**config.mk**
```make
export PLATFORM = sky130hd
export DESIGN_NAME = bos_tx_datalink
export DESIGN_NICKNAME = d
export VERILOG_FILES = /design/src/core/bos_word_shifter.v /design/src/core/bos_tx_datalink.v
export VERILOG_INCLUDE_DIRS = /design/src /design/src/pkg
export SDC_FILE = /design/constraint.sdc
export NUM_CORES = 1
export LEC_CHECK = 0
export ABC_AREA = 0
export BUFFER_PORTS_ARGS = -buffer_cell sky130_fd_sc_hd__clkbuf_2
export CORE_MARGIN = 2
export CORE_UTILIZATION = 40
export CTS_CLUSTER_SIZE = 8
export DETAILED_ROUTE_END_ITERATION = 10
export SLEW_MARGIN = 10
export SYNTH_ARGS = -nofsm -noshare
export SYNTH_HDL_FRONTEND = slang
export SYNTH_HIERARCHICAL = 1
export SYNTH_SLANG_ARGS = --single-unit
```
**constraint.sdc**
```tcl
create_clock -name clk -period 3.05 [get_ports clk]
set_clock_uncertainty 0.05 [all_clocks]
set_input_delay 0.61 -clock clk [delete_from_list [all_inputs] [get_ports clk]]
set_output_delay 0.61 -clock clk [all_outputs]
set_load 0.01 [all_outputs]
```
**src/pkg/bos_defines.vh**
```
`ifndef BOS_DEFINES_VH
`define BOS_DEFINES_VH

// Register block nibble and offset
`define BOS_BLK_LINK 4'h0
`define BOS_BLK_BUF0 4'h6
`define BOS_BLK_BUF1 4'h7
`define BOS_BLK_INT 4'hA
`define BOS_OFF_SRC_SEL 8'h0A
`define BOS_OFF_LINK_CTRL 8'h13
`define BOS_OFF_REP_COUNT 8'h14
`define BOS_OFF_STATUS 8'h06
`define BOS_OFF_INT_CTRL 8'h01

// Field positions
`define BOS_DE_SEL_HI 3
`define BOS_DE_SEL_LO 2
`define BOS_CTL_MOS 0
`define BOS_CTL_IDLE 2
`define BOS_CTL_ABORT 3
`define BOS_REP_BUF 7
`define BOS_STS_SOT 6
`define BOS_STS_EOT 4
`define BOS_ICR_RUR 0

// Source codes for D or E timeslots
`define BOS_DE_SERIAL_A 2'h0
`define BOS_DE_HDLC 2'h1
`define BOS_DE_SERIAL_B 2'h2
`define BOS_DE_FRACT 2'h3

// Fixed patterns
`define BOS_ONES_BYTE 8'hFF
`define BOS_ONES_WORD 16'hFFFF
`define BOS_FLAG_WORD 16'h7E7E
`define BOS_YELLOW_BYTE 8'h00
`define BOS_ABORT_ONES 4'h9

// Reset values and bit positions
`define BOS_RST_BYTE 8'h00
`define BOS_RST_COUNT 7'h00
`define BOS_BIT_LAST 4'hF
`define BOS_BIT_HALF 4'h7

`endif

```
**src/core/bos_word_shifter.v**
```verilog
`timescale 1ns/1ps
`include "bos_defines.vh"

// Rotating sixteen-bit codeword serializer, bit 0 out first
module bos_word_shifter (
  input wire clk,
  input wire srst,
  input wire load,
  input wire [15:0] word,
  input wire bitEn,
  output wire bitOut,
  output wire wordEnd,
  output wire byteEnd
);

  reg [15:0] shift_q; // Codeword being sent
  reg [3:0] idx_q; // Position of current bit

  // Load or rotate; rotation repeats the word with no gap
  always @(posedge clk) begin
    if (srst) begin
      shift_q <= `BOS_ONES_WORD;
      idx_q <= 4'h0;
    end else if (load) begin
      shift_q <= word;
      idx_q <= 4'h0;
    end else if (bitEn) begin
      shift_q <= {shift_q[0], shift_q[15:1]};
      idx_q <= idx_q + 4'h1;
    end
  end

  assign bitOut = shift_q[0];
  assign wordEnd = bitEn && (idx_q == `BOS_BIT_LAST);
  assign byteEnd = bitEn && (idx_q == `BOS_BIT_LAST || idx_q == `BOS_BIT_HALF);

endmodule

```
**src/core/bos_tx_datalink.v**
```verilog
`timescale 1ns/1ps
`include "bos_defines.vh"

module bos_tx_datalink #(
  parameter DEPTH = 96, // Bytes per transmit buffer
  parameter PTRW = 7 // Pointer width for DEPTH
) (
  input wire clk,
  input wire srst,
  input wire [3:0] regBlock, // Register block nibble n
  input wire [7:0] regOffset, // Register offset in block
  input wire regWrEn, // One-cycle write strobe
  input wire regRdEn, // One-cycle read strobe
  input wire [7:0] regWrData,
  input wire [7:0] rxBuf0Data, // Receive buffer zero read data
  input wire [7:0] rxBuf1Data, // Receive buffer one read data
  input wire linkBitEn, // Data link bit opportunity pulse
  input wire serialPayloadInput, // Serial pin, asynchronous
  input wire fractionalPayloadInput, // Fractional pin, asynchronous
  output reg [7:0] regRdData_q,
  output reg regRdValid_q,
  output reg linkBit_q, // Data link bit toward the framer
  output reg deChannelBit_q, // Bit for D or E timeslots
  output reg transferDoneEvent_q, // One-cycle end of transfer pulse
  output reg sotFlag_q, // Sticky start of transfer
  output reg eotFlag_q // Sticky end of transfer
);

  // States of the signaling sequencer
  localparam ST_IDLE = 2'h0; // All ones
  localparam ST_SEND = 2'h1; // Codeword repetitions
  localparam ST_FLAG = 2'h2; // 0x7E idle flags
  localparam ST_ABORT = 2'h3; // Abort ones then all ones

  ////////////////////////////////////////////////////////////////////
  // Registers and storage
  reg [7:0] srcSel_q; // Source select register
  reg [7:0] linkCtrl_q; // Link control register
  reg [6:0] repCount_q; // Programmed repetition count
  reg intCtrl_q; // Clear on read when set
  reg nextBuf_q; // Next available transmit buffer
  reg [PTRW-1:0] wrPtr_q; // Load pointer of next buffer
  reg curBuf_q; // Buffer being sent
  reg [7:0] buf0Mem [0:DEPTH-1]; // Transmit buffer zero
  reg [7:0] buf1Mem [0:DEPTH-1]; // Transmit buffer one
  reg [1:0] state_q;
  reg [6:0] repLeft_q; // Repetitions still owed
  reg forever_q; // Count of zero or priority
  reg [3:0] abortCnt_q; // Abort ones sent
  reg [1:0] serSync_q; // Serial pin synchroniser
  reg [1:0] fracSync_q; // Fractional pin synchroniser

  ////////////////////////////////////////////////////////////////////
  // Decode
  wire selLink = regBlock == `BOS_BLK_LINK;
  wire selInt = regBlock == `BOS_BLK_INT;
  wire wrSrc = regWrEn && selLink && regOffset == `BOS_OFF_SRC_SEL;
  wire wrCtrl = regWrEn && selLink && regOffset == `BOS_OFF_LINK_CTRL;
  wire wrCount = regWrEn && selLink && regOffset == `BOS_OFF_REP_COUNT;
  wire wrBuf0 = regWrEn && regBlock == `BOS_BLK_BUF0;
  wire wrBuf1 = regWrEn && regBlock == `BOS_BLK_BUF1;
  wire wrStatus = regWrEn && selInt && regOffset == `BOS_OFF_STATUS;
  wire rdStatus = regRdEn && selInt && regOffset == `BOS_OFF_STATUS;
  wire wrIcr = regWrEn && selInt && regOffset == `BOS_OFF_INT_CTRL;
  wire wrNext = (wrBuf0 && !nextBuf_q) || (wrBuf1 && nextBuf_q);
  wire bosMode = !linkCtrl_q[`BOS_CTL_MOS];
  wire startXfer = wrCount && bosMode;
  wire abortReq = linkCtrl_q[`BOS_CTL_ABORT];
  wire idleIns = linkCtrl_q[`BOS_CTL_IDLE];

  // Message byte sits at location zero of the chosen buffer
  wire [7:0] startByte = nextBuf_q ? buf1Mem[0] : buf0Mem[0];
  wire [7:0] curByte = curBuf_q ? buf1Mem[0] : buf0Mem[0];
  wire startPrio = startByte == `BOS_YELLOW_BYTE;
  wire curPrio = curByte == `BOS_YELLOW_BYTE;

  ////////////////////////////////////////////////////////////////////
  // Serializer interface
  wire shBit;
  wire shWordEnd;
  wire shByteEnd;
  reg shLoad;
  reg [15:0] shWord;
  reg [1:0] state_d;

  // Next state and word load
  always @* begin
    state_d = state_q;
    shLoad = 1'b0;
    shWord = `BOS_ONES_WORD;
    if (startXfer) begin
      state_d = ST_SEND;
      shLoad = 1'b1;
      shWord = {startByte, `BOS_ONES_BYTE};
    end else begin
      case (state_q)
        ST_SEND: begin
          // Priority word ignores abort until replaced
          if (shByteEnd && abortReq && !curPrio) begin
            state_d = ST_ABORT;
            shLoad = 1'b1;
          end else if (shWordEnd && !forever_q && repLeft_q == 7'h01) begin
            // Counted repetitions finished
            if (idleIns) begin
              state_d = ST_FLAG;
              shLoad = 1'b1;
              shWord = `BOS_FLAG_WORD;
            end else begin
              state_d = ST_IDLE;
              shLoad = 1'b1;
            end
          end
        end
        ST_FLAG: begin
          // Abort after the flag byte in progress
          if (shByteEnd && abortReq) begin
            state_d = ST_ABORT;
            shLoad = 1'b1;
          end else if (shWordEnd && !idleIns) begin
            state_d = ST_IDLE;
            shLoad = 1'b1;
          end
        end
        ST_ABORT: begin
          // Leave once the nine ones are out and abort clears, or at once on a new start
          if (abortCnt_q == `BOS_ABORT_ONES && !abortReq) begin
            state_d = ST_IDLE;
          end
        end
        default: begin
          state_d = ST_IDLE;
        end
      endcase
    end
  end

  bos_word_shifter uShifter (
    .clk(clk),
    .srst(srst),
    .load(shLoad),
    .word(shWord),
    .bitEn(linkBitEn),
    .bitOut(shBit),
    .wordEnd(shWordEnd),
    .byteEnd(shByteEnd)
  );

  ////////////////////////////////////////////////////////////////////
  // Sequencer, repetition count and end event
  always @(posedge clk) begin
    if (srst) begin
      state_q <= ST_IDLE;
      repLeft_q <= `BOS_RST_COUNT;
      forever_q <= 1'b0;
      abortCnt_q <= 4'h0;
      curBuf_q <= 1'b0;
      transferDoneEvent_q <= 1'b0;
    end else begin
      state_q <= state_d;
      transferDoneEvent_q <= 1'b0;
      if (startXfer) begin
        // Latch count; zero means endless
        curBuf_q <= nextBuf_q;
        repLeft_q <= regWrData[6:0];
        forever_q <= regWrData[6:0] == `BOS_RST_COUNT || startPrio;
      end else if (state_q == ST_SEND && shWordEnd && !forever_q) begin
        repLeft_q <= repLeft_q - 7'h01;
        if (repLeft_q == 7'h01) begin
          transferDoneEvent_q <= 1'b1;
        end
      end
      // Count abort ones, saturating at nine
      if (state_q != ST_ABORT) begin
        abortCnt_q <= 4'h0;
      end else if (linkBitEn && abortCnt_q != `BOS_ABORT_ONES) begin
        abortCnt_q <= abortCnt_q + 4'h1;
      end
    end
  end

  ////////////////////////////////////////////////////////////////////
  // Data link bit: one per opportunity, ones outside codewords and idle flags
  always @(posedge clk) begin
    if (srst) begin
      linkBit_q <= 1'b1;
    end else if (linkBitEn) begin
      if (state_q == ST_SEND || state_q == ST_FLAG) begin
        linkBit_q <= shBit;
      end else begin
        linkBit_q <= 1'b1;
      end
    end
  end

  ////////////////////////////////////////////////////////////////////
  // Pin synchronisers
  always @(posedge clk) begin
    if (srst) begin
      serSync_q <= 2'h0;
      fracSync_q <= 2'h0;
    end else begin
      serSync_q <= {serSync_q[0], serialPayloadInput};
      fracSync_q <= {fracSync_q[0], fractionalPayloadInput};
    end
  end

  // D or E timeslot source mux
  always @(posedge clk) begin
    if (srst) begin
      deChannelBit_q <= 1'b1;
    end else begin
      case (srcSel_q[`BOS_DE_SEL_HI:`BOS_DE_SEL_LO])
        `BOS_DE_HDLC: deChannelBit_q <= linkBit_q;
        `BOS_DE_FRACT: deChannelBit_q <= fracSync_q[1];
        default: deChannelBit_q <= serSync_q[1];
      endcase
    end
  end

  ////////////////////////////////////////////////////////////////////
  // Control registers
  always @(posedge clk) begin
    if (srst) begin
      srcSel_q <= `BOS_RST_BYTE;
      linkCtrl_q <= `BOS_RST_BYTE;
      repCount_q <= `BOS_RST_COUNT;
      intCtrl_q <= 1'b0;
    end else begin
      if (wrSrc) begin
        srcSel_q <= regWrData;
      end
      if (wrCtrl) begin
        linkCtrl_q <= regWrData;
      end
      if (wrCount) begin
        repCount_q <= regWrData[6:0];
      end
      if (wrIcr) begin
        intCtrl_q <= regWrData[`BOS_ICR_RUR];
      end
    end
  end

  ////////////////////////////////////////////////////////////////////
  // Ping-pong buffer loading
  always @(posedge clk) begin
    if (srst) begin
      nextBuf_q <= 1'b0;
      wrPtr_q <= {PTRW{1'b0}};
    end else if (startXfer) begin
      // Sending buffer is taken; loading moves to the other
      nextBuf_q <= !nextBuf_q;
      wrPtr_q <= {PTRW{1'b0}};
    end else if (wrNext) begin
      if (wrPtr_q == DEPTH[PTRW-1:0] - {{(PTRW-1){1'b0}}, 1'b1}) begin
        nextBuf_q <= !nextBuf_q;
        wrPtr_q <= {PTRW{1'b0}};
      end else begin
        wrPtr_q <= wrPtr_q + {{(PTRW-1){1'b0}}, 1'b1};
      end
    end
  end

  // Buffer storage; writes to the port of the busy buffer are dropped
  always @(posedge clk) begin
    if (wrBuf0 && !nextBuf_q) begin
      buf0Mem[wrPtr_q] <= regWrData;
    end
    if (wrBuf1 && nextBuf_q) begin
      buf1Mem[wrPtr_q] <= regWrData;
    end
  end

  ////////////////////////////////////////////////////////////////////
  // Sticky transfer flags, set wins over clear
  always @(posedge clk) begin
    if (srst) begin
      sotFlag_q <= 1'b0;
      eotFlag_q <= 1'b0;
    end else begin
      if (startXfer) begin
        sotFlag_q <= 1'b1;
      end else if ((rdStatus && intCtrl_q) ||
                   (wrStatus && !intCtrl_q && regWrData[`BOS_STS_SOT])) begin
        sotFlag_q <= 1'b0;
      end
      if (state_q == ST_SEND && shWordEnd && !forever_q && repLeft_q == 7'h01) begin
        eotFlag_q <= 1'b1;
      end else if ((rdStatus && intCtrl_q) ||
                   (wrStatus && !intCtrl_q && regWrData[`BOS_STS_EOT])) begin
        eotFlag_q <= 1'b0;
      end
    end
  end

  ////////////////////////////////////////////////////////////////////
  // Register read path, one cycle latency
  always @(posedge clk) begin
    if (srst) begin
      regRdData_q <= `BOS_RST_BYTE;
      regRdValid_q <= 1'b0;
    end else begin
      regRdValid_q <= regRdEn;
      if (regRdEn) begin
        regRdData_q <= `BOS_RST_BYTE;
        if (regBlock == `BOS_BLK_BUF0) begin
          regRdData_q <= rxBuf0Data;
        end else if (regBlock == `BOS_BLK_BUF1) begin
          regRdData_q <= rxBuf1Data;
        end else if (selLink && regOffset == `BOS_OFF_SRC_SEL) begin
          regRdData_q <= srcSel_q;
        end else if (selLink && regOffset == `BOS_OFF_LINK_CTRL) begin
          regRdData_q <= linkCtrl_q;
        end else if (selLink && regOffset == `BOS_OFF_REP_COUNT) begin
          regRdData_q <= {nextBuf_q, repCount_q};
        end else if (rdStatus) begin
          regRdData_q[`BOS_STS_SOT] <= sotFlag_q;
          regRdData_q[`BOS_STS_EOT] <= eotFlag_q;
        end else if (selInt && regOffset == `BOS_OFF_INT_CTRL) begin
          regRdData_q[`BOS_ICR_RUR] <= intCtrl_q;
        end
      end
    end
  end

endmodule

```
# Word level (Yosys, flattened, before mapping)
# Memory sizes are Yosys's and may differ from the RTL's.
# Index checks and enable logic that the tools add are counted.
[classes]
magnitude_cmp = 0
bitwise = 1
addsub = 4
shift = 0
eq_ne = 26
div = 0
n_reduce_logical = 64
multipliers = 0
mux = 54
[op_table]
columns = ["cell", "count"]
rows = [
  ["2-to-1 mux 16 bit", 7],
  ["2-to-1 mux 8 bit", 6],
  ["logical AND 1 bit", 34],
  ["2-to-1 mux 1 bit", 28],
  ["2-to-1 mux 7 bit", 3],
  ["equality test 8 x 5 -> 1 bit (second input constant)", 2],
  ["zero test 8 bit", 2],
  ["equality test 4 x 3 -> 1 bit (second input constant)", 3],
  ["equality test 4 bit (second input constant)", 3],
  ["2-to-1 mux 2 bit", 6],
  ["!= test 4 bit (second input constant)", 3],
  ["nonzero test 2 bit", 6],
  ["!= test 3 bit (second input constant)", 3],
  ["adder 4 x 1 -> 4 bit (second input constant)", 2],
  ["equality test 8 x 1 -> 1 bit (second input constant)", 1],
  ["equality test 8 x 3 -> 1 bit (second input constant)", 1],
  ["equality test 8 x 4 -> 1 bit (second input constant)", 1],
  ["adder 7 x 1 -> 7 bit (second input constant)", 1],
  ["equality test 7 x 1 -> 1 bit (second input constant)", 1],
  ["equality test 7 bit (second input constant)", 1],
  ["zero test 1 bit", 7],
  ["zero test 7 bit", 1],
  ["subtractor 7 x 1 -> 7 bit (second input constant)", 1],
  ["equality test 2 bit (second input constant)", 3],
  ["other kinds (12)", 23],
]
[totals]
ramBits = 1536
word_cells = 174
mem_count = 2
in_bits = 43
output_inout_bits = 14
regBits = 85
latchBits = 0
mem_bits_ro = 0
[memory_table]
columns = ["name", "depth", "word_bits", "rd", "rd_clocked_by_memory_dff", "wr", "line_no", "rtl"]
rows = [
  ["buf0Mem", 96, 8, 1, 0, 1, "bos_tx_datalink.v:44", "reg [7:0] buf0Mem [0:DEPTH-1];"],
  ["buf1Mem", 96, 8, 1, 0, 1, "bos_tx_datalink.v:45", "reg [7:0] buf1Mem [0:DEPTH-1];"],
]

# Logic depth before layout (Yosys ltp)
[logic_depth]
word_depth = 9
mapped_depth = 13
depth_no_buf = 10

# By module
# Netlist, hierarchy kept.
[by_module_without_submodules]
columns = ["mod", "area_each_um2", "seq_area_each_um2", "cells_per_inst", "n_inst"]
rows = [
  ["bos_tx_datalink", 4003.8, 1781.7, 447, 1],
  ["bos_word_shifter", 937.1, 400.4, 90, 1],
]

# Worst setup path after synthesis
# No wires, ideal clock.
[synth_timing]
kind = "input -> register"
start = "input port regBlock[3]"
end = "register uShifter.shift_q[10]"
t_arrival_ps = 2487
setup_time_ps = 121
required_ps = 2879
setup_slack_ps = 391
n_path_buf = 4
stages = 10
cell_sequence = "or4b_4 > nor3_1 > nand4b_1 > buf_2 > clkbuf_1 > o21ai_0 > buf_4 > clkbuf_2 > nor3b_1 > a21oi_1"
[synth_via]
elab_chain_cells = 6
elab_cells_between_ends = 8
cone_classes = "mux: 3; reduce/logical: 5"
[synth_lines]
columns = ["element", "line_no", "rtl"]
rows = [
  ["start: declaration", "bos_tx_datalink.v:10", "input wire [3:0] regBlock,"],
  ["zero test 4 bit (no source line) *", "n/a", ""],
  ["logical AND 1 bit *", "bos_tx_datalink.v:59", "wire wrCount = regWrEn && selLink && regOffset == `BOS_OFF_REP_COUNT;"],
  ["logical AND 1 bit (no source line) *", "n/a", ""],
  ["logical AND 1 bit *", "bos_tx_datalink.v:67", "wire startXfer = wrCount && bosMode;"],
  ["2-to-1 mux 1 bit *", "bos_tx_datalink.v:91", "if (startXfer) begin"],
  ["named net shLoad", "bos_tx_datalink.v:82", "reg shLoad;"],
  ["2-to-1 mux 16 bit or nonzero test 2 bit (tied branches)", "n/a", ""],
  ["end signal: assignment", "bos_word_shifter.v:22", "shift_q <= `BOS_ONES_WORD;"],
  ["end signal: assignment", "bos_word_shifter.v:25", "shift_q <= word;"],
  ["end signal: assignment", "bos_word_shifter.v:28", "shift_q <= {shift_q[0], shift_q[15:1]};"],
  ["end: declaration", "bos_word_shifter.v:16", "reg [15:0] shift_q;"],
]
# Mark *: on every way through the listed nets, which the timed path passes. The rest lies on a longest branch.
# A chain may end at the register's enable or synchronous reset.

# Final worst setup path
[layout_timing]
start = "register uShifter.idx_q[0]"
end = "register uShifter.shift_q[11]"
[layout_via]
elab_chain_cells = 9
elab_cells_between_ends = 22
cone_classes = "eq/ne: 2; mux: 11; reduce/logical: 9"
[layout_lines]
columns = ["element", "line_no", "rtl"]
rows = [
  ["start: declaration", "bos_word_shifter.v:17", "reg [3:0] idx_q;"],
  ["start signal: assignment", "bos_word_shifter.v:29", "idx_q <= idx_q + 4'h1;"],
  ["equality test 4 bit (no source line) or equality test 4 x 3 -> 1 bit (tied branches)", "n/a", ""],
  ["logical OR 1 bit (no source line) *", "n/a", ""],
  ["logical AND 1 bit *", "bos_word_shifter.v:35", "assign byteEnd = bitEn && (idx_q == `BOS_BIT_LAST || idx_q == `BOS_BIT_HALF);"],
  ["named net shByteEnd", "bos_tx_datalink.v:81", "wire shByteEnd;"],
  ["logical AND 1 bit *", "bos_tx_datalink.v:99, bos_tx_datalink.v:116", ""],
  ["logical AND 1 bit", "bos_tx_datalink.v:99", "if (shByteEnd && abortReq && !curPrio) begin"],
  ["2-to-1 mux 1 bit", "bos_tx_datalink.v:99", ""],
  ["case mux 1 bit (2 select lines) *", "bos_tx_datalink.v:96", "case (state_q)"],
  ["2-to-1 mux 1 bit *", "bos_tx_datalink.v:91", ""],
  ["named net shLoad", "bos_tx_datalink.v:82", ""],
  ["2-to-1 mux 16 bit or nonzero test 2 bit (tied branches)", "n/a", ""],
]
# Marks and branches as above.

==> results.txt <==
synthesized cell area: 4940 µm²
Resize count post-CTS: 0
Critical Path AT: 2.77 ns
Synth top area share: 34.4%
Layout Nets: 645
Slew @ Worst Pin: 0.562 ns
chip width: 115 µm
via/cell ratio: 5.57
CTS clk-pin slew, worst paths: 0.07 ns
maximum achievable frequency: 384 MHz
Top Ports: 57
CTS Hold Buffers Added: 0
core area: 12000 µm²
DRT antenna net count: 0
worst min path class: register to register
commonest cells in the netlist: 85 x dfxtp_1, 45 x a21oi_1, 45 x nand2_1, 41 x nor2_1, 34 x mux2i_1
Avg Synthesized Cell Area: 9.20 µm²
ratio of cells with drive above 1 in the final layout: 17.1%
Die Footprint: 13300 µm²
Overflow after GRT: 0
P_leak: 2.09 nW
pwr dens: 476 nW/µm²
Max Buffers Root-to-Sink: 2
Worst Setup Path Type: register to register
RSZ-0062 raised after global routing: no
number of synthesized flops with an enable pin: 16
Via Count: 4152
first-pass GRT wire length: 19.5 mm
post-synth cell types: 69
CTS root buffer: clkbuf_16
dpl hpwl: 8.62 mm
Cells after Synth: 537
number of synthesized register bits: 101
slew margin rel.: 62.2%
top post-synthesis cells by area: dfxtp_1 34%, edfxtp_1 9.7%, mux2i_1 6.9%, a21oi_1 4.6%, nand2_1 3.4%
DR DRC count: 0
Post-CTS Setup Inserts: 0
post-route setup TNS: 0 ns
Worst EP required: 3.22 ns
Min Hold Slack: 0.388 ns
number of synthesis warnings: 6
diode count: 0
site row count: 40
ys async rst share: 0%
post-synthesis sequential area ratio: 44.2%
worst vdd ir: 0.225 mV
CP Capture Type: register
Slew Viols, Final: 0
startpoint class of the critical path: register
post-layout min period: 2.60 ns
Yosys top cell by area: dfxtp_1
IO Port Bufs: 56
cell with the most instances after synthesis: dfxtp_1
outcome: completed
Wirelength per Cell: 16.0 µm
area grow syn2layout: 15.3%
initial core utilization: 41.1%
DRT iter0 DRCs: 259
die height: 115 µm
fill count: 1154
Synth Flop Type: dfxtp_1
final WL: 11.9 mm
Final Wtd Congestion: 0.828
drt pass-1 iters: 4
initial antenna violation count: 0
clock sinks: 101
largest net degree at the start of global routing: 44
CP Max Fanout: 16
Max Cap Viol: 0
CTS Buf Count: 9
H-tree levels: 3
flop-to-flop setup slack: 0.45 ns
Final setup viols: 0
count of final hold-check violations: 0
Tot GR Track Use: 18.9%
Final period util: 85.4%
worst skew pair latency: 0.35 ns
vias in the first global route: 3914
CTS tree: yes
critical path, cell delays in order, from the launching register on:
cell and delay (ns):
dfxtp_1 0.33, ha_1 0.22, and3_2 0.23, and2_1 0.18, and3b_1 0.18, and3_1 0.16, a21oi_1 0.11, o21a_1 0.15
o21ai_0 0.08, buf_4 0.19, buf_4 0.16, nor2_4 0.31, a21oi_1 0.11
placed cells by master, fill, tap and decap left out, drive strengths merged, types with 11 or more instances in the layout:
cell type  instances
buf               18
o21ai             12
clkbuf            65
xnor2             11
edfxtp            16
nor2              42
inv               19
mux2i             34
nand3             29
a21oi             45
dfxtp             85
nor3              19
nor3b             16
nand2             45
a211oi            12
through the flow:
stage	instance area (µm²)	instances	utilization [%]	total power [mW]	setup slack [ns]
after global routing	5700	745	47.4	2.82	0.250
final	5700	745	47.4	2.71	0.447
after global placement	5390	729	44.9	1.56	0.371
after detailed placement	5390	729	44.9	1.56	0.335
after CTS	5700	745	47.4	2.74	0.425
after floorplan	4960	542	-	1.49	0.391
per-layer routing:
| layer | track usage (%) | up-vias | wire length (µm) |
|---|---|---|---|
| met5 | 0 | - | 0 |
| met4 | 9.40 | 0 | 307 |
| met3 | 3.53 | 26 | 523 |
| met2 | 30.3 | 110 | 5550 |
| met1 | 24.4 | 1948 | 5510 |
| li1 | - | 2068 | - |
power breakdown:
| group | internal (mW) | switching, mW |
|---|---|---|
| clock | 0.648 | 0.531 |
| combinational | 0.0624 | 0.0997 |
| sequential | 1.36 | 0.00711 |
path summary, 6_finish.rpt:
| kind | from | endpoint | cells past startpoint |
|---|---|---|---|
| setup / recovery | uShifter/idx_q[0] | uShifter/shift_q[11] | 12 |
| hold / removal | fracSync_q[0] | fracSync_q[1] | 1 |
| setup reg to reg | uShifter/idx_q[0] | uShifter/shift_q[11] | 12 |
| hold reg to reg | fracSync_q[0] | fracSync_q[1] | 1 |
flip-flops by register name (all words and copies together) (netlist names), 2 cells and up:
signal	count
wrPtr_q	7
regRdData_q	8
repCount_q	7
uShifter/shift_q	16
serSync_q	2
linkCtrl_q	8
repLeft_q	7
srcSel_q	8
fracSync_q	2
uShifter/idx_q	4
state_q	2
abortCnt_q	4
buf0Mem	8
buf1Mem	8
logic make-up after synthesis:
group,after synthesis,share of synthesized area [%]
adders and majority gates,9,2.28
muxes,35,7.12
AOI/OAI and AO/OA,114,15.3
xor gates and xnor gates,16,2.84
other,1,0.0759
buffers and inverters,49,4.48
and+or+nand+nor,212,23.7
DFF,101,44.2
area by class of cell:
cell class / instances / area (µm²) / area share [%]
clock buffers: 9 / 225 / 3.95
clock inverters: 7 / 77.6 / 1.36
inverters: 15 / 56.3 / 0.988
multi-input cells: 392 / 2560 / 44.9
flip-flops and latches: 101 / 2180 / 38.3
well taps: 147 / 184 / 3.23
repair buffers: 74 / 415 / 7.29
No activity file was read; power rests on OpenSTA's default activity.
